--- config.mk ---
export PLATFORM = sky130hd
export DESIGN_NAME = pfh_fault_unit
export DESIGN_NICKNAME = d
export VERILOG_FILES = /design/src/logic/pfh_sticky.v /design/src/logic/pfh_return_check.v /design/src/logic/pfh_fault_unit.v
export VERILOG_INCLUDE_DIRS = /design/src /design/src/logic
export SDC_FILE = /design/constraint.sdc
export NUM_CORES = 1
export LEC_CHECK = 0
export ABC_CLOCK_PERIOD_IN_PS = 6750
export BUFFER_PORTS_ARGS = -buffer_cell sky130_fd_sc_hd__buf_2
export CORE_MARGIN = 2
export CORE_UTILIZATION = 45
export DETAILED_ROUTE_END_ITERATION = 8
export GPL_TIMING_DRIVEN = 0
export PLACE_DENSITY_LB_ADDON = 0.25
export SLEW_MARGIN = 10
export SYNTH_ARGS = -nofsm -noshare
export SYNTH_HDL_FRONTEND = slang
export SYNTH_SLANG_ARGS = --single-unit
--- constraint.sdc ---
create_clock -name clk_i -period 6.75 [get_ports clk_i]
set_input_delay 0.3375 -clock clk_i [delete_from_list [all_inputs] [get_ports clk_i]]
set_output_delay 0.3375 -clock clk_i [all_outputs]
set_load 0.01 [all_outputs]
--- src/logic/pfh_defs.vh ---
// constants for the processor fault handling block
// assumes inclusion by each design file of the block that uses its names; definitions only
`ifndef PFH_DEFS_VH
`define PFH_DEFS_VH

// exception numbers this block routes to or compares the running class against
`define PFH_EXC_THREAD 4'h0
`define PFH_EXC_NMI 4'h2
`define PFH_EXC_HARD 4'h3
`define PFH_EXC_MEM 4'h4
`define PFH_EXC_BUS 4'h5
`define PFH_EXC_USAGE 4'h6

// configurable priority width
`define PFH_PRI_W 3

// hard_fault_cause bits
`define PFH_HF_W 2
`define PFH_HF_TABLE 1
`define PFH_HF_ESC 0

// memory_fault_cause bits
`define PFH_MF_W 4
`define PFH_MF_INSTR 0
`define PFH_MF_DATA 1
`define PFH_MF_POP 2
`define PFH_MF_PUSH 3

// bus_fault_cause bits
`define PFH_BF_W 5
`define PFH_BF_PREFETCH 0
`define PFH_BF_PRECISE 1
`define PFH_BF_DEFERRED 2
`define PFH_BF_POP 3
`define PFH_BF_PUSH 4

// usage_fault_cause bits
`define PFH_UF_W 6
`define PFH_UF_UNKNOWN 0
`define PFH_UF_STATE 1
`define PFH_UF_RETURN 2
`define PFH_UF_COPROC 3
`define PFH_UF_ALIGN 4
`define PFH_UF_ZERO_DIVISOR_FLAG 5

// handler return code: upper bits all ones, three legal low nibbles
`define PFH_RET_HIGH 28'hFFFFFFF
`define PFH_RET_HANDLER_MAIN 4'h1
`define PFH_RET_THREAD_MAIN 4'h9
`define PFH_RET_THREAD_PROC 4'hD

// reset values
`define PFH_ADDR_RST 32'h00000000
`define PFH_PRI_RST 3'h0

`endif

--- src/logic/pfh_sticky.v ---
// per-bit sticky cause flags with write-one-to-clear
// assumes set and clear come from logic on the same clock
`timescale 1ns/100ps
module pfh_sticky #(
  parameter W = 4
) (
  input wire clk_i,
  input wire rst_i,
  input wire [W-1:0] set_i,
  input wire [W-1:0] clr_i,
  output wire [W-1:0] flag_o
);
  genvar g;
  generate
    for (g = 0; g < W; g = g + 1) begin : g_bit
      reg flag;
      always @(posedge clk_i or posedge rst_i) begin
        if (rst_i) begin
          flag <= 1'b0;
        end else if (set_i[g]) begin
          flag <= 1'b1;
        end else if (clr_i[g]) begin
          flag <= 1'b0;
        end
      end
      assign flag_o[g] = flag;
    end
  endgenerate
endmodule // pfh_sticky

--- src/logic/pfh_return_check.v ---
// handler return code validity check
// assumes the code is the value just loaded into the program counter
`timescale 1ns/100ps
`include "pfh_defs.vh"
module pfh_return_check (
  input wire [31:0] code_i,
  output wire valid_o
);
  wire high_ok;
  wire low_ok;
  assign high_ok = (code_i[31:4] == `PFH_RET_HIGH);
  assign low_ok = (code_i[3:0] == `PFH_RET_HANDLER_MAIN) ||
                  (code_i[3:0] == `PFH_RET_THREAD_MAIN) ||
                  (code_i[3:0] == `PFH_RET_THREAD_PROC);
  assign valid_o = high_ok && low_ok;
endmodule // pfh_return_check

--- src/logic/pfh_fault_unit.v ---
// fault detection, routing, escalation and lockup for the processor core
// assumes all event inputs are one-cycle pulses from core logic on clk_i
`timescale 1ns/100ps
`include "pfh_defs.vh"
module pfh_fault_unit (
  input wire clk_i,
  input wire rst_i,
  input wire fetch_bus_err_i,
  input wire vector_bus_err_i,
  input wire data_bus_err_i,
  input wire deferred_bus_err_i,
  input wire push_bus_err_i,
  input wire pop_bus_err_i,
  input wire mpu_instr_viol_i,
  input wire no_exec_fetch_i,
  input wire mpu_data_viol_i,
  input wire mpu_push_viol_i,
  input wire mpu_pop_viol_i,
  input wire coproc_access_i,
  input wire unknown_opcode_i,
  input wire foreign_iset_i,
  input wire bad_resume_i,
  input wire branch_state_change_i,
  input wire misaligned_i,
  input wire zero_divide_i,
  input wire return_load_i,
  input wire [31:0] return_code_i,
  input wire [31:0] access_addr_i,
  input wire [3:0] cur_exc_i,
  input wire [`PFH_PRI_W-1:0] cur_pri_i,
  input wire [`PFH_PRI_W-1:0] mem_pri_i,
  input wire [`PFH_PRI_W-1:0] bus_pri_i,
  input wire [`PFH_PRI_W-1:0] usage_pri_i,
  input wire mem_en_i,
  input wire bus_en_i,
  input wire usage_en_i,
  input wire nmi_i,
  input wire [`PFH_HF_W-1:0] hard_clr_i,
  input wire [`PFH_MF_W-1:0] mem_clr_i,
  input wire [`PFH_BF_W-1:0] bus_clr_i,
  input wire [`PFH_UF_W-1:0] usage_clr_i,
  output reg fault_take_o,
  output reg [3:0] fault_exc_o,
  output reg lockup_o,
  output wire [`PFH_HF_W-1:0] hard_fault_cause_o,
  output wire [`PFH_MF_W-1:0] memory_fault_cause_o,
  output wire [`PFH_BF_W-1:0] bus_fault_cause_o,
  output wire [`PFH_UF_W-1:0] usage_fault_cause_o,
  output reg [31:0] memory_fault_location_o,
  output reg [31:0] bus_fault_location_o
);

  ////////////////////////////////////////////////////////////////////////////
  // cause detection

  wire ret_valid;
  wire bad_return;
  wire [`PFH_MF_W-1:0] mem_ev;
  wire [`PFH_BF_W-1:0] bus_ev;
  wire [`PFH_UF_W-1:0] usage_ev;
  wire mem_any;
  wire bus_any;
  wire usage_any;

  pfh_return_check u_ret (
    .code_i(return_code_i),
    .valid_o(ret_valid)
  );

  // a return code is judged only on the cycle it is loaded
  assign bad_return = return_load_i && !ret_valid;

  // a locked core runs nothing, so its fault inputs carry no meaning
  assign mem_ev[`PFH_MF_INSTR] = !lockup_o && (mpu_instr_viol_i || no_exec_fetch_i);
  assign mem_ev[`PFH_MF_DATA] = !lockup_o && mpu_data_viol_i;
  assign mem_ev[`PFH_MF_PUSH] = !lockup_o && mpu_push_viol_i;
  assign mem_ev[`PFH_MF_POP] = !lockup_o && mpu_pop_viol_i;

  assign bus_ev[`PFH_BF_PREFETCH] = !lockup_o && fetch_bus_err_i;
  assign bus_ev[`PFH_BF_PRECISE] = !lockup_o && data_bus_err_i;
  assign bus_ev[`PFH_BF_DEFERRED] = !lockup_o && deferred_bus_err_i;
  assign bus_ev[`PFH_BF_PUSH] = !lockup_o && push_bus_err_i;
  assign bus_ev[`PFH_BF_POP] = !lockup_o && pop_bus_err_i;

  assign usage_ev[`PFH_UF_COPROC] = !lockup_o && coproc_access_i;
  assign usage_ev[`PFH_UF_UNKNOWN] = !lockup_o && unknown_opcode_i;
  assign usage_ev[`PFH_UF_RETURN] = !lockup_o && bad_return;
  assign usage_ev[`PFH_UF_ALIGN] = !lockup_o && misaligned_i;
  assign usage_ev[`PFH_UF_ZERO_DIVISOR_FLAG] = !lockup_o && zero_divide_i;
  // three causes share one state flag; software cannot tell them apart
  assign usage_ev[`PFH_UF_STATE] = !lockup_o &&
    (foreign_iset_i || bad_resume_i || branch_state_change_i);

  assign mem_any = |mem_ev;
  assign bus_any = |bus_ev;
  assign usage_any = |usage_ev;

  ////////////////////////////////////////////////////////////////////////////
  // escalation decision

  wire in_handler;
  wire in_fixed;
  wire mem_esc;
  wire bus_esc;
  wire usage_esc;
  wire push_into_bus;
  wire bus_other;

  assign in_handler = (cur_exc_i != `PFH_EXC_THREAD);
  // NMI and hard fault run above every configurable level
  assign in_fixed = (cur_exc_i == `PFH_EXC_NMI) || (cur_exc_i == `PFH_EXC_HARD);

  // stacking for the bus handler itself is let through, stack left corrupt
  // any other bus cause in the same cycle is a fault of its own
  assign bus_other = bus_ev[`PFH_BF_PREFETCH] || bus_ev[`PFH_BF_PRECISE] ||
    bus_ev[`PFH_BF_DEFERRED] || bus_ev[`PFH_BF_POP];
  assign push_into_bus = bus_ev[`PFH_BF_PUSH] && (cur_exc_i == `PFH_EXC_BUS) &&
    !bus_other;

  // a larger priority value is less urgent, so an equal or larger value
  // cannot preempt the running handler and escalates instead
  // a disabled handler escalates even from thread level
  assign mem_esc = mem_any && (!mem_en_i || in_fixed ||
    cur_exc_i == `PFH_EXC_MEM ||
    (in_handler && mem_pri_i >= cur_pri_i));
  assign bus_esc = bus_any && !push_into_bus && (!bus_en_i || in_fixed ||
    cur_exc_i == `PFH_EXC_BUS ||
    (in_handler && bus_pri_i >= cur_pri_i));
  assign usage_esc = usage_any && (!usage_en_i || in_fixed ||
    cur_exc_i == `PFH_EXC_USAGE ||
    (in_handler && usage_pri_i >= cur_pri_i));

  wire vec_err;
  wire any_esc;
  wire hard_hit;
  wire mem_go;
  wire bus_go;
  wire usage_go;

  // a vector read error has no configurable handler to fall back on
  assign vec_err = !lockup_o && vector_bus_err_i;
  assign any_esc = mem_esc || bus_esc || usage_esc;
  assign hard_hit = vec_err || any_esc;
  assign mem_go = mem_any && !mem_esc;
  assign bus_go = bus_any && !bus_esc;
  assign usage_go = usage_any && !usage_esc;

  ////////////////////////////////////////////////////////////////////////////
  // target selection

  reg [3:0] next_exc;
  reg next_take;
  reg [`PFH_PRI_W-1:0] best_pri;

  // hard fault wins outright; among the rest the lower value wins and ties
  // fall to the lower exception number by checking in ascending order
  always @* begin
    next_exc = `PFH_EXC_THREAD;
    next_take = 1'b0;
    best_pri = `PFH_PRI_RST;
    if (hard_hit) begin
      next_exc = `PFH_EXC_HARD;
      next_take = 1'b1;
    end else begin
      if (mem_go) begin
        next_exc = `PFH_EXC_MEM;
        next_take = 1'b1;
        best_pri = mem_pri_i;
      end
      if (bus_go && (!next_take || bus_pri_i < best_pri)) begin
        next_exc = `PFH_EXC_BUS;
        next_take = 1'b1;
        best_pri = bus_pri_i;
      end
      if (usage_go && (!next_take || usage_pri_i < best_pri)) begin
        next_exc = `PFH_EXC_USAGE;
        next_take = 1'b1;
        best_pri = usage_pri_i;
      end
    end
  end

  ////////////////////////////////////////////////////////////////////////////
  // lockup

  wire lock_enter;
  reg lock_from_nmi;

  assign lock_enter = hard_hit && in_fixed;

  // entry from the nmi handler is remembered, since a later nmi would
  // only re-enter the handler that locked
  // reset is then the only way out
  always @(posedge clk_i or posedge rst_i) begin
    if (rst_i) begin
      lockup_o <= 1'b0;
      lock_from_nmi <= 1'b0;
    end else if (lock_enter) begin
      lockup_o <= 1'b1;
      lock_from_nmi <= (cur_exc_i == `PFH_EXC_NMI);
    end else if (lockup_o && nmi_i && !lock_from_nmi) begin
      lockup_o <= 1'b0;
      lock_from_nmi <= 1'b0;
    end
  end

  ////////////////////////////////////////////////////////////////////////////
  // dispatch to the core

  // a hard fault that locks the core is not dispatched
  // fault_exc_o reads as thread level whenever nothing is taken
  always @(posedge clk_i or posedge rst_i) begin
    if (rst_i) begin
      fault_take_o <= 1'b0;
      fault_exc_o <= `PFH_EXC_THREAD;
    end else begin
      fault_take_o <= next_take && !lock_enter;
      fault_exc_o <= lock_enter ? `PFH_EXC_THREAD : next_exc;
    end
  end

  ////////////////////////////////////////////////////////////////////////////
  // cause flags

  wire [`PFH_HF_W-1:0] hard_ev;

  assign hard_ev[`PFH_HF_TABLE] = vec_err;
  assign hard_ev[`PFH_HF_ESC] = any_esc;

  // the escalation flag marks the route, the class flag keeps the origin
  // set wins over a clear in the same cycle so no event is lost
  pfh_sticky #(.W(`PFH_HF_W)) u_hard (
    .clk_i(clk_i),
    .rst_i(rst_i),
    .set_i(hard_ev),
    .clr_i(hard_clr_i),
    .flag_o(hard_fault_cause_o)
  );

  pfh_sticky #(.W(`PFH_MF_W)) u_mem (
    .clk_i(clk_i),
    .rst_i(rst_i),
    .set_i(mem_ev),
    .clr_i(mem_clr_i),
    .flag_o(memory_fault_cause_o)
  );

  pfh_sticky #(.W(`PFH_BF_W)) u_bus (
    .clk_i(clk_i),
    .rst_i(rst_i),
    .set_i(bus_ev),
    .clr_i(bus_clr_i),
    .flag_o(bus_fault_cause_o)
  );

  pfh_sticky #(.W(`PFH_UF_W)) u_usage (
    .clk_i(clk_i),
    .rst_i(rst_i),
    .set_i(usage_ev),
    .clr_i(usage_clr_i),
    .flag_o(usage_fault_cause_o)
  );

  ////////////////////////////////////////////////////////////////////////////
  // fault addresses

  // only precise data faults carry a known address; fetch, stack and deferred faults
  // leave the last captured value in place
  // a flag clear does not erase the address; only reset does
  always @(posedge clk_i or posedge rst_i) begin
    if (rst_i) begin
      memory_fault_location_o <= `PFH_ADDR_RST;
      bus_fault_location_o <= `PFH_ADDR_RST;
    end else begin
      if (mem_ev[`PFH_MF_DATA]) begin
        memory_fault_location_o <= access_addr_i;
      end
      if (bus_ev[`PFH_BF_PRECISE]) begin
        bus_fault_location_o <= access_addr_i;
      end
    end
  end

endmodule // pfh_fault_unit

### Word-level counts from Yosys, hierarchy flattened

Index checks and enable logic that the tools add are counted.

| cells by class | value |
|---|---|
| equality and inequality tests | 9 |
| reduce and logical (&&, ||, !) cells | 95 |
| muxes and demuxes | 52 |
| $lt $le $gt $ge | 5 |

Operators by type and width:

| operator | number |
|---|---|
| two-way mux 1 bit | 43 |
| logical AND 1 bit | 36 |
| nonzero test 2 bit | 18 |
| == test 28 bit (second input constant) | 1 |
| logical OR 1 bit | 23 |
| two-way mux 4 bit | 4 |
| two-way mux 3 bit | 5 |
| zero test 1 bit | 14 |
| == test 4 x 3 -> 1 bit (second input constant) | 3 |
| greater-or-equal comparator 3 bit | 3 |
| == test 4 x 2 -> 1 bit (second input constant) | 2 |
| == test 4 bit (second input constant) | 2 |
| less-than comparator 3 bit | 2 |
| OR reduction 6 bit | 1 |
| OR reduction 5 bit | 1 |
| == test 4 x 1 -> 1 bit (second input constant) | 1 |
| nonzero test 4 bit | 1 |
| OR reduction 4 bit | 1 |

| word-level totals | value |
|---|---|
| bits in registers | 88 |
| bits of input ports | 122 |
| word-level logic and storage cells | 184 |

### Longest topological paths before layout

Gate-level depths: netlist (run 1).

| depth | value |
|---|---|
| depth after elaboration | 25 |
| depth in mapped cells | 19 |
| gate-level depth less buffers | 19 |

### Modules after synthesis

From an unflattened synthesis (run 1), not the netlist that was laid out.

| unflattened totals | value |
|---|---|
| cells, all modules | 344 |
| area, all modules | 4199.0 um^2 |

By module, submodules not included:

| module | sequential area each (um^2) | times used | cells each | area an instance (um^2) |
|---|---|---|---|---|
| pfh_fault_unit | 1751.7 | 1 | 261 | 3352.0 |
| pfh_sticky (u_usage) | 150.1 | 1 | 25 | 266.5 |
| pfh_sticky (u_bus) | 125.1 | 1 | 21 | 222.7 |
| pfh_sticky (u_mem) | 100.1 | 1 | 17 | 178.9 |
| pfh_sticky (u_hard) | 50.0 | 1 | 9 | 91.3 |
| pfh_return_check | 0.0 | 1 | 11 | 87.6 |

### Worst setup path after synthesis (run 1)

OpenSTA, ideal clock, no wires.

| timing path | value |
|---|---|
| path kind | input to register |
| from | input port mem_pri_i[0] |
| to | register fault_exc_o[0] |
| path buffers | 0 |
| slack | 2.957 ns |
| required time | 6.629 ns |
| library setup time | 0.121 ns |
| stages | 19 |
| data arrival time | 3.672 ns |
| path through | inv_1 -> ha_1 -> nand2b_1 -> a211oi_1 -> o21ai_1 -> a21boi_2 -> nand2_1 -> ha_1 -> a21oi_1 -> o21bai_1 -> a21o_1 -> mux2_1 -> ha_1 -> a211oi_1 -> nand2_1 -> and3_1 -> a221oi_2 -> a31oi_1 -> a22o_1 |

| between the ends | value |
|---|---|
| word-level cells in the longest chain between the ends | 19 |
| elaborated cells between the ends (all ways) | 30 |
| those cells by class | order compare (3); mux (12); reduce/logical (15) |

RTL lines:

| element | line | source |
|---|---|---|
| start, declared | pfh_fault_unit.v:31 | `` input wire [`PFH_PRI_W-1:0] mem_pri_i, `` |
| greater-or-equal comparator 3 bit | pfh_fault_unit.v:125 | `(in_handler && mem_pri_i >= cur_pri_i));` |
| logical AND 1 bit | pfh_fault_unit.v:125 |  |
| logical OR 1 bit | pfh_fault_unit.v:123 | `assign mem_esc = mem_any && (!mem_en_i \|\| in_fixed \|\|` |
| logical AND 1 bit | pfh_fault_unit.v:123 |  |
| zero test 1 bit | pfh_fault_unit.v:144 | `assign mem_go = mem_any && !mem_esc;` |
| logical AND 1 bit | pfh_fault_unit.v:144 |  |
| two-way mux 3 bit / two-way mux 1 bit (equally long branches) | pfh_fault_unit.v:165 | `if (mem_go) begin` |
| two-way mux 3 bit / two-way mux 1 bit (equally long branches) | pfh_fault_unit.v:161 | `if (hard_hit) begin` |
| [... 3 more ...] | -- |  |
| two-way mux 3 bit / two-way mux 1 bit (equally long branches) | pfh_fault_unit.v:170 | `if (bus_go && (!next_take \|\| bus_pri_i < best_pri)) begin` |
| two-way mux 3 bit / two-way mux 1 bit (equally long branches) | pfh_fault_unit.v:161 |  |
| less-than comparator 3 bit / zero test 1 bit (equally long branches) | pfh_fault_unit.v:175 | `if (usage_go && (!next_take \|\| usage_pri_i < best_pri)) begin` |
| logical OR 1 bit | pfh_fault_unit.v:175 |  |
| logical AND 1 bit | pfh_fault_unit.v:175 |  |
| two-way mux 4 bit | pfh_fault_unit.v:175 |  |
| two-way mux 4 bit | pfh_fault_unit.v:161 |  |
| two-way mux 4 bit (*) | pfh_fault_unit.v:218 | `` fault_exc_o <= lock_enter ? `PFH_EXC_THREAD : next_exc; `` |
| end signal, assigned | pfh_fault_unit.v:215 | `` fault_exc_o <= `PFH_EXC_THREAD; `` |
| end signal, assigned | pfh_fault_unit.v:218 |  |
| end, declared | pfh_fault_unit.v:43 | `output reg [3:0] fault_exc_o,` |

Every way passes the cells marked *; elsewhere a longest branch is shown, timed or not. The select of a mux whose other input is x is not followed.
A chain may end at the register's enable or synchronous reset.

### Final worst setup path (run 1)

Same ends and word-level chain as after synthesis.

==> impl_metrics.env, run 1 <==
export IMPL_busiest_layer="met2"
export IMPL_die_area_um2=9879
export IMPL_grt_usage_pct=21.17
export IMPL_setup_viol=0
export IMPL_clock_latency_ns=0.36
export IMPL_io_pins=209
export IMPL_placed_area_um2=5296
export IMPL_synth_top_family_by_area="multiplexers"
export IMPL_syn_inst=337
export IMPL_place_congestion=0.8832
export IMPL_outcome="finished, final reports clean"
export IMPL_synthMuxAreaShare_pct=18.64
export IMPL_use_met2_pct=37.63
export IMPL_synthFlopType="dfrtp_1"
export IMPL_worst_slew_pin_slew_ns=0.5996
export IMPL_cts_resized=0
export IMPL_grt_max_degree=66
export IMPL_final_common_cell="buf_2"
export IMPL_hold_class="in2reg"
export IMPL_clkTransAtPathRegs_ns=0.10
export IMPL_fin_crit_sh_pct=58.97
export IMPL_hold_violations=0
export IMPL_final_cell_mix="207 x buf_2, 87 x dfrtp_1, 64 x mux2_2, 32 x inv_1, 18 x buf_4"
export IMPL_syn2layout_area_growth_pct=34.52
export IMPL_clkSinkCount=87
export IMPL_numCtsBuffers=9
export IMPL_grt_pass1_vias=3437
export IMPL_cts_tree="yes"
export IMPL_io_buffer_count=207
export IMPL_ys_seq_area_share_pct=53.16
export IMPL_ir_worst_vdd_uv=123.1
export IMPL_yosys_register_bits=87
export IMPL_hold_depth=2
export IMPL_fin_ws_ns=2.770
export IMPL_worst_path_most_repeated_cell="ha_1"
export IMPL_via_per_inst=5.021
export IMPL_setup_tns_final_ns=0
export IMPL_dieWidth_um=99.40
export IMPL_grtUsageMet1_pct=25.44
export IMPL_p_per_area_nw_per_um2=324.7
export IMPL_cts_root_buf="clkbuf_8"
export IMPL_synth_fp_nets=472
export IMPL_crit_path_max_fanout=6
export IMPL_cp_arrival_ns=4.22
export IMPL_final_area_um2=5509
export IMPL_r2r_cells=15
export IMPL_synth_adder_area_share_pct=3.972
export IMPL_min_period_ns=3.980
export IMPL_maxSlewHeadroom_pct=60.02
export IMPL_synth_edf_count=0
export IMPL_hold_ws_ns=0.1440
export IMPL_path_cells="buf_2 > inv_1 > ha_1 > nand2b_1 > a211oi_1 > o21ai_1 > a21boi_2 > nand2_1 > ha_1 > a21oi_1 > o21bai_1 > a21o_1 > mux2_1 > ha_1 > a211oi_1 > nand2_1 > and3_1 > a221oi_2 > a31oi_1 > a22o_1"
export IMPL_synthSimpleGateAreaFrac_pct=7.272
export IMPL_synth_compound_area_share_pct=9.716
export IMPL_finClkSkew_ns=0.01973
export IMPL_leakage_nw=2.820
export IMPL_ys_warn_count=0
export IMPL_rows=34
export IMPL_gr_total_overflow=0
export IMPL_async_reset_ff_share_pct=100.0
export IMPL_dieHeight_um=99.40
export IMPL_rsz0062_at_grt="false"
export IMPL_synth_xor_area_share_pct=0
export IMPL_met3_usage_pct=4.076
export IMPL_end_kind="register"
export IMPL_antenna_found_initial=0
export IMPL_cts_htree_levels=3
export IMPL_diodes=0
export IMPL_dp_hpwl_mm=8.331
export IMPL_drive_above_1_share_pct=55.52
export IMPL_drc=0
export IMPL_final_core_util_pct=62.86
export IMPL_setup_worst_path_start_class="input pin"
export IMPL_cp_slowest_cell="ha_1"
export IMPL_clockBufferDepth=2
export IMPL_wl_per_cell_um=15.34
export IMPL_drt_initial_drc_count=65
export IMPL_drv_cap=0
export IMPL_wl_mm=10.28
export IMPL_start_util_pct=46.73
export IMPL_place_ws_ns=2.438
export IMPL_vias=3364
export IMPL_antenna_left=0
export IMPL_worstSetupPathType="in2reg"
export IMPL_nNetsFinal=692
export IMPL_cpPeakStageDelay_ns=0.33
export IMPL_slew_viol_final=0
export IMPL_first_pass_iters=5
export IMPL_yosys_cell_types_count=47
export IMPL_syn_avg_cell_area_um2=12.15
export IMPL_coreArea_um2=8763
export IMPL_grt_pass1_wl_mm=16.26
export IMPL_syn_area_um2=4095
export IMPL_max_freq_mhz=251.2
export IMPL_crit_required_ns=6.99
power breakdown:
group | switching [mW] | internal [mW] | leakage [nW]
sequential | 0.0824 | 0.686 | 1.01
clock | 0.198 | 0.177 | 0.0994
combinational | 0.311 | 0.334 | 1.71
total | 0.592 | 1.20 | 2.82
worst paths after layout:
check,startpoint,end,slack [ns]
setup / recovery,mem_pri_i[0],fault_exc_o[0],2.77
hold / removal,hard_clr_i[1],u_hard.g_bit[1].flag,0.14
setup reg to reg,lockup_o,fault_exc_o[0],2.93
hold reg to reg,u_bus.g_bit[1].flag,u_bus.g_bit[1].flag,0.49
max in group asynchronous,rst_i,lockup_o,5.65
min in group asynchronous,rst_i,memory_fault_location_o[12],0.48
critical path, delay by kind of cell:
kind	cells	cell delay, ns
muxes	1	0.32
AOI/OAI and AO/OA	10	1.94
buffers and inverters	2	0.20
adders and majority gates	3	0.85
and+or+nand+nor	4	0.57
cell type report:
class,instances,area (um2)
Fill cell,709,3254
Sequential cell,87,2177
Multi-Input combinational cell,190,1625
Timing Repair Buffer,209,1074
Buffer,26,165.2
Tap cell,108,135.1
Inverter,34,130.1
Clock buffer,10,127.6
Clock inverter,6,75.07
routing by layer:
metal / routed length [um] / up-vias
met5: 0 / -
met4: 214 / 0
met3: 760 / 17
met2: 5150 / 151
met1: 4155 / 1592
li1: - / 1604
synthesized netlist by cell type (all sizes together), types with 3 or more instances:
master,number,share of area [%]
mux2,66,18
a21oi,9,1.1
a31oi,3,0.46
nand2b,4,0.61
dfrtp,87,53
nor3,4,0.49
clkbuf,5,0.46
ha,13,4.0
a22o,10,2.1
nand2,13,1.2
o22ai,3,0.46
inv,34,3.1
nor2,5,0.46
buf,21,3.6
or2,3,0.46
o21ai,10,1.2
a21o,3,0.55
nand4,7,1.2
nor2b,5,0.76
registers in the layout, summed over array words and instances (netlist names):
signal / flops
bus_fault_location_o: 32
fault_exc_o: 3
fault_take_o: 1
lock_from_nmi: 1
lockup_o: 1
memory_fault_location_o: 32
u_bus.g_bit.flag: 5
u_hard.g_bit.flag: 2
u_mem.g_bit.flag: 4
u_usage.g_bit.flag: 6
what timing repair did:
item                      CTS  global route
hold buffers                1             0
hold endpoints to repair   22             0
buffers inserted            0             0
cell families after synthesis:
logic type               Yosys count
other                              1
AO/OA/AOI/OAI                     55
flip-flops                        87
AND/OR/NAND/NOR                   53
multiplexers                      68
buffers and inverters             60
adder cells (fa/ha/maj)           13
stage by stage:
stage	total power, mW	std cells
6_report	1.789	670
5_1_grt	1.910	670
4_1_cts	1.815	670
3_5_place_dp	1.437	653
3_3_place_gp	1.413	652
2_1_floorplan	1.149	337
Power figures use the tool's default switching activity.
==> inputs of run 2 (changes only) <==
--- a/config.mk
+++ b/config.mk
@@ -6,7 +6,7 @@
 export SDC_FILE = /design/constraint.sdc
 export NUM_CORES = 1
 export LEC_CHECK = 0
-export ABC_CLOCK_PERIOD_IN_PS = 6750
+export ABC_CLOCK_PERIOD_IN_PS = 4050
 export BUFFER_PORTS_ARGS = -buffer_cell sky130_fd_sc_hd__buf_2
 export CORE_MARGIN = 2
 export CORE_UTILIZATION = 45
==> constraint.sdc (replaced) <==
create_clock -name clk_i -period 4.05 [get_ports clk_i]
set_input_delay 0.2025 -clock clk_i [delete_from_list [all_inputs] [get_ports clk_i]]
set_output_delay 0.2025 -clock clk_i [all_outputs]
set_load 0.01 [all_outputs]
==> impl_metrics.env, run 2 (synthesis results as in run 1) <==
export IMPL_grt_usage_pct=21.17
export IMPL_worst_slew_pin_slew_ns=0.5996
export IMPL_path_cells="a21oi_1 > a21boi_4 > nand2_1 > ha_1 > a21oi_1 > o21bai_1 > a21o_1 > mux2_1 > ha_1 > a211oi_1 > nand2_1 > and3_1 > a221oi_2 > a31oi_1 > a22o_1"
export IMPL_multi_input_area_um2=1638
export IMPL_wl_per_cell_um=15.41
export IMPL_io_pins=209
export IMPL_rsz0062_at_grt="false"
export IMPL_via_per_inst=5.037
export IMPL_cp_slowest_cell="dfrtp_1"
export IMPL_fillCellCount=702
export IMPL_clockBufferDepth=2
export IMPL_grt_pass1_wl_mm=16.26
export IMPL_cpPeakStageDelay_ns=0.50
export IMPL_numCtsBuffers=9
export IMPL_grt_pass1_vias=3441
export IMPL_min_period_ns=3.770
export IMPL_vias=3395
export IMPL_cts_tree="yes"
export IMPL_dp_hpwl_mm=8.331
export IMPL_worstSetupPathType="reg2reg"
export IMPL_seqCellArea_um2=2177
export IMPL_hold_violations=0
export IMPL_antenna_left=0
export IMPL_drc=0
export IMPL_dieHeight_um=99.40
export IMPL_antenna_found_initial=0
export IMPL_drt_initial_drc_count=71
export IMPL_drv_cap=0
export IMPL_clkTransAtPathRegs_ns=0.08
export IMPL_hold_class="in2reg"
export IMPL_power_mw=2.993
export IMPL_nNetsFinal=696
export IMPL_reg_top3="bus_fault_location_o (32), memory_fault_location_o (32), u_usage.g_bit.flag (6)"
export IMPL_wl_mm=10.38
export IMPL_placed_area_um2=5296
export IMPL_crit_required_ns=4.29
export IMPL_outcome="finished, final reports clean"
export IMPL_cts_htree_levels=3
export IMPL_finClkSkew_ns=0.01993
export IMPL_start_util_pct=46.73
export IMPL_hold_ws_ns=0.02017
export IMPL_p_per_area_nw_per_um2=538.6
export IMPL_drive_above_1_share_pct=55.65
export IMPL_rows=34
export IMPL_stdcell_count=674
export IMPL_wl_met1_mm=4.160
export IMPL_final_core_util_pct=63.41
export IMPL_io_buffer_count=207
export IMPL_end_kind="register"
export IMPL_fin_ws_ns=0.2799
export IMPL_ir_worst_vdd_uv=206.9
export IMPL_diodes=0
export IMPL_clkSinkCount=87
export IMPL_crit_path_max_fanout=8
export IMPL_place_congestion=0.8832
export IMPL_cts_root_buf="clkbuf_8"
export IMPL_place_ws_ns=-0.1274
export IMPL_coreArea_um2=8763
export IMPL_maxSlewHeadroom_pct=60.02
export IMPL_clock_latency_ns=0.36
export IMPL_dr_wl_met2_mm=5.221
export IMPL_first_pass_iters=4
export IMPL_leakage_nw=2.845
export IMPL_gr_total_overflow=0
export IMPL_fin_crit_sh_pct=93.09
export IMPL_final_common_cell="buf_2"
export IMPL_setup_tns_final_ns=0
export IMPL_setup_worst_path_start_class="register"
export IMPL_final_cell_mix="207 x buf_2, 87 x dfrtp_1, 64 x mux2_2, 32 x inv_1, 20 x buf_4"
export IMPL_cp_arrival_ns=4.01
export IMPL_die_area_um2=9879
export IMPL_dr_wl_met3_um=781
export IMPL_max_freq_mhz=265.2
export IMPL_final_area_um2=5557
export IMPL_slew_viol_final=0
export IMPL_dieWidth_um=99.40
export IMPL_dp_cells=653
export IMPL_grt_max_degree=66
export IMPL_setup_viol=0
export IMPL_top_layer="met4"
export IMPL_syn2layout_area_growth_pct=35.69
==> run 2: cell types whose count changed in the layout (fill, tap and decap cells not counted) <==
cell / previous run / this run
a211oi_1: 2 / 1
a211oi_2: 0 / 1
a21boi_2: 1 / 0
a21boi_4: 0 / 1
buf_4: 18 / 20
dlygate4sd3_1: 1 / 3
==> run 2: metal layers <==
metal  GRT usage (%)  vias up
li1                -     1615
met1           25.44     1600
met2           37.63      162
met3           4.076       18
met4           8.008        0
met5               0        -
==> run 2: final cells by class <==
| cell class | instances | share of cell area [%] |
|---|---|---|
| Tap cell | 108 | 2.432 |
| Buffer | 26 | 2.972 |
| Clock inverter | 6 | 1.351 |
| Inverter | 34 | 2.342 |
| Multi-Input combinational cell | 190 | 29.48 |
| Timing Repair Buffer | 213 | 19.95 |
| Clock buffer | 10 | 2.297 |
| Sequential cell | 87 | 39.18 |
==> run 2: worst max-delay path, delay by kind of cell, from the launching register on <==
kind | cells | cell delay (ns)
simple gates | 3 | 0.38
flops | 1 | 0.50
mux | 1 | 0.32
fa+ha+maj | 2 | 0.61
compound gates | 9 | 1.84
==> run 2: what timing repair did <==
item                       CTS  global route
buffers inserted             0             2
gates resized for setup      0             2
hold endpoints to repair    23             1
setup endpoints to repair    0             2
hold buffers                 2             1
==> run 2: worst paths after layout <==
check	from	end	slack, ns	cells after the start
max in group asynchronous	rst_i	lockup_o	3.08	4
worst max-delay path	lockup_o	fault_exc_o[0]	0.28	15
worst min register to register	u_bus.g_bit[1].flag	u_bus.g_bit[1].flag	0.49	1
min in group asynchronous	rst_i	memory_fault_location_o[12]	0.35	3
worst max register to register	lockup_o	fault_exc_o[0]	0.28	15
worst min-delay path	mem_clr_i[1]	u_mem.g_bit[1].flag	0.02	2
==> run 2: power by group <==
part,leakage (nW),internal [mW],switching (mW)
combinational,1.74,0.563,0.523
clock,0.0994,0.295,0.330
sequential,1.01,1.14,0.137
==> inputs of run 3 (changes only) <==
--- a/config.mk
+++ b/config.mk
@@ -6,6 +6,7 @@
 export SDC_FILE = /design/constraint.sdc
 export NUM_CORES = 1
 export LEC_CHECK = 0
+export ABC_AREA = 1
 export ABC_CLOCK_PERIOD_IN_PS = 4050
 export BUFFER_PORTS_ARGS = -buffer_cell sky130_fd_sc_hd__buf_2
 export CORE_MARGIN = 2
==> impl_metrics.env, run 3 <==
export IMPL_hold_ws_ns=0.02416
export IMPL_ys_seq_area_share_pct=53.67
export IMPL_die_area_um2=9790
export IMPL_final_common_cell="buf_2"
export IMPL_io_pins=209
export IMPL_syn2layout_area_growth_pct=35.44
export IMPL_gr_total_overflow=0
export IMPL_ys_warn_count=0
export IMPL_yosysTopAreaCell="dfrtp_1"
export IMPL_synth_edf_count=0
export IMPL_rows=34
export IMPL_drc=0
export IMPL_min_period_ns=2.897
export IMPL_wl_per_cell_um=14.13
export IMPL_fin_crit_sh_pct=71.53
export IMPL_end_kind="register"
export IMPL_crit_path_max_fanout=8
export IMPL_power_mw=2.405
export IMPL_outcome="finished, final reports clean"
export IMPL_cts_htree_levels=3
export IMPL_drv_cap=0
export IMPL_yosys_cell_count_top_type="nand2_1"
export IMPL_crit_start="lockup_o"
export IMPL_regToRegEndpoint="fault_exc_o[0]"
export IMPL_drive_above_1_share_pct=37.68
export IMPL_r2r_start="lockup_o"
export IMPL_p_per_area_nw_per_um2=437.7
export IMPL_slew_viol_final=0
export IMPL_cp_slowest_cell="dfrtp_1"
export IMPL_synthFlopType="dfrtp_1"
export IMPL_async_reset_ff_share_pct=100.0
export IMPL_crit_family="simple AND/OR/NAND/NOR gates"
export IMPL_rsz0062_at_grt="false"
export IMPL_via_per_inst=4.847
export IMPL_antenna_left=0
export IMPL_setup_worst_path_start_class="register"
export IMPL_grt_max_degree=61
export IMPL_yosys_register_bits=87
export IMPL_r2r_setup_slack_ns=1.15
export IMPL_worstSetupPathType="reg2reg"
export IMPL_clock_latency_ns=0.35
export IMPL_dieWidth_um=98.95
export IMPL_syn_avg_cell_area_um2=8.723
export IMPL_setup_tns_final_ns=0
export IMPL_finClkSkew_ns=0.008804
export IMPL_maxSlewHeadroom_pct=59.72
export IMPL_cp_arrival_ns=3.14
export IMPL_ys_top_cells_by_area="dfrtp_1 54%, o21ai_0 10%, nand2_1 10%"
export IMPL_nNetsFinal=821
export IMPL_vias=3868
export IMPL_grt_pass1_wl_mm=18.13
export IMPL_hold_violations=0
export IMPL_place_congestion=0.9347
export IMPL_synth_largest_type_area_fraction_pct=53.67
export IMPL_r2r_cells=24
export IMPL_dp_hpwl_mm=8.897
export IMPL_ys_top_cells_by_count="110 x nand2_1, 87 x dfrtp_1, 84 x o21ai_0"
export IMPL_clkTransAtPathRegs_ns=0.08
export IMPL_cts_resized=0
export IMPL_final_area_um2=5494
export IMPL_grt_pass1_vias=3907
export IMPL_syn_inst=465
export IMPL_antenna_found_initial=0
export IMPL_max_freq_mhz=345.2
export IMPL_synth_fp_nets=600
export IMPL_dieHeight_um=98.95
export IMPL_worst_path_most_repeated_cell="nand2_1"
export IMPL_final_core_util_pct=63.00
export IMPL_ir_worst_vdd_uv=222.8
export IMPL_hold_class="in2reg"
export IMPL_critPathCapture="fault_exc_o[0]"
export IMPL_io_buffer_count=207
export IMPL_cts_tree="yes"
export IMPL_clkSinkCount=87
export IMPL_cts_root_buf="clkbuf_8"
export IMPL_crit_cells=24
export IMPL_syn_area_um2=4056
export IMPL_start_util_pct=46.51
export IMPL_first_pass_iters=4
export IMPL_cpPeakStageDelay_ns=0.40
export IMPL_placed_area_um2=5258
export IMPL_numCtsBuffers=9
export IMPL_leakage_nw=3.131
export IMPL_path_buf_inv=4
export IMPL_wl_mm=11.27
export IMPL_final_cell_mix="207 x buf_2, 110 x nand2_1, 87 x dfrtp_1, 84 x o21ai_0, 75 x inv_1"
export IMPL_drt_initial_drc_count=154
export IMPL_worst_slew_pin_slew_ns=0.5965
export IMPL_yosys_cell_types_count=34
export IMPL_coreArea_um2=8721
export IMPL_reg_top3="bus_fault_location_o (32), memory_fault_location_o (32), u_usage.g_bit.flag (6)"
export IMPL_path_cells="buf_6 > inv_4 > nand2_1 > nand3_2 > nor2_4 > nor2_4 > nand2_1 > ha_1 > nand2_1 > inv_1 > nand2_1 > nand2_1 > nand2_2 > nand2_4 > o21ai_0 > ha_1 > nand2_1 > inv_1 > nand2_1 > nand2_1 > nand2_1 > nand2_1 > nand2_1 > nand2_1"
export IMPL_diodes=0
export IMPL_clockBufferDepth=2
export IMPL_setup_viol=0
export IMPL_crit_required_ns=4.29
export IMPL_grt_usage_pct=23.45
## run 3: cell count changes after synthesis, moves of 4 or more
| cell | before | now |
|---|---|---|
| a22o_1 | 10 | 0 |
| clkbuf_1 | 5 | 13 |
| inv_1 | 33 | 76 |
| mux2_2 | 64 | 0 |
| nand2_1 | 13 | 110 |
| nand2b_1 | 4 | 0 |
| nand3_1 | 2 | 8 |
| nor2b_1 | 5 | 0 |
| o21ai_0 | 6 | 84 |
| o21ai_1 | 4 | 0 |
## run 3: how the worst min path moves through the flow
stage            startpoint                    end  cells past startpoint
6_report       bus_clr_i[2]    u_bus.g_bit[2].flag                      2
2_1_floorplan  bus_clr_i[0]    u_bus.g_bit[0].flag                      1
3_3_place_gp   bus_clr_i[2]    u_bus.g_bit[2].flag                      2
3_5_place_dp          rst_i  u_usage.g_bit[2].flag                      2
4_1_cts        bus_clr_i[2]    u_bus.g_bit[2].flag                      2
5_1_grt        bus_clr_i[2]    u_bus.g_bit[2].flag                      2
## run 3: kinds of logic (layout without fill, tap and decap cells)
logic type,count (synthesis),after routing,share of synthesized area (%)
other cells,1,1,0.09245
simple gates,150,150,16.29
compound gates,102,102,13.48
fa+ha+maj,13,13,4.010
buf+inv,112,337,12.46
flops,87,87,53.67
## run 3: timing repair
item | 4_1_cts | 5_1_grt
endpoints found under the hold margin | 28 | 0
hold buffers | 2 | 0
setup buffers | 0 | 0
## run 3: power by group
| group | switching (mW) | total [mW] | internal, mW |
|---|---|---|---|
| Combinational | 0.364 | 0.638 | 0.274 |
| Clock | 0.326 | 0.676 | 0.350 |
| Sequential | 0.0766 | 1.09 | 1.01 |
## run 3: layout make-up
class                           instances  area, um2
Fill cell                             780       3227
Clock inverter                          6      92.59
Inverter                               78      297.8
Tap cell                              108      135.1
Buffer                                 34      210.2
Timing Repair Buffer                  210       1084
Clock buffer                            9      123.9
Multi-Input combinational cell        266       1374
Sequential cell                        87       2177
## run 3: stage by stage
step	std cells	setup WS [ns]
3_3_place_gp	780	0.6613
4_1_cts	798	1.163
5_1_grt	798	0.9153
6_report	798	1.153
2_1_floorplan	465	1.456
3_5_place_dp	781	1.040
## run 3: worst reg2reg max path, stage by stage, from the launching register on
cell,delay [ns]
dfrtp_1,0.40
buf_6,0.15
inv_4,0.07
nand2_1,0.11
nand3_2,0.13
nor2_4,0.04
nor2_4,0.19
nand2_1,0.10
ha_1,0.30
nand2_1,0.07
inv_1,0.03
nand2_1,0.05
nand2_1,0.05
nand2_2,0.09
nand2_4,0.07
o21ai_0,0.19
ha_1,0.28
nand2_1,0.08
inv_1,0.04
nand2_1,0.06
nand2_1,0.05
nand2_1,0.07
nand2_1,0.05
nand2_1,0.06
nand2_1,0.05
## run 3: routing by layer
| layer | global-route usage (%) | wire length, um | part of all wire, % | up-vias |
|---|---|---|---|---|
| met5 | 0 | 0 | 0 | - |
| met4 | 11.91 | 353 | 3.1 | 0 |
| met3 | 5.816 | 902 | 8.0 | 26 |
| met2 | 41.27 | 5722 | 51 | 174 |
| met1 | 26.28 | 4294 | 38 | 1765 |
| li1 | - | - | - | 1903 |
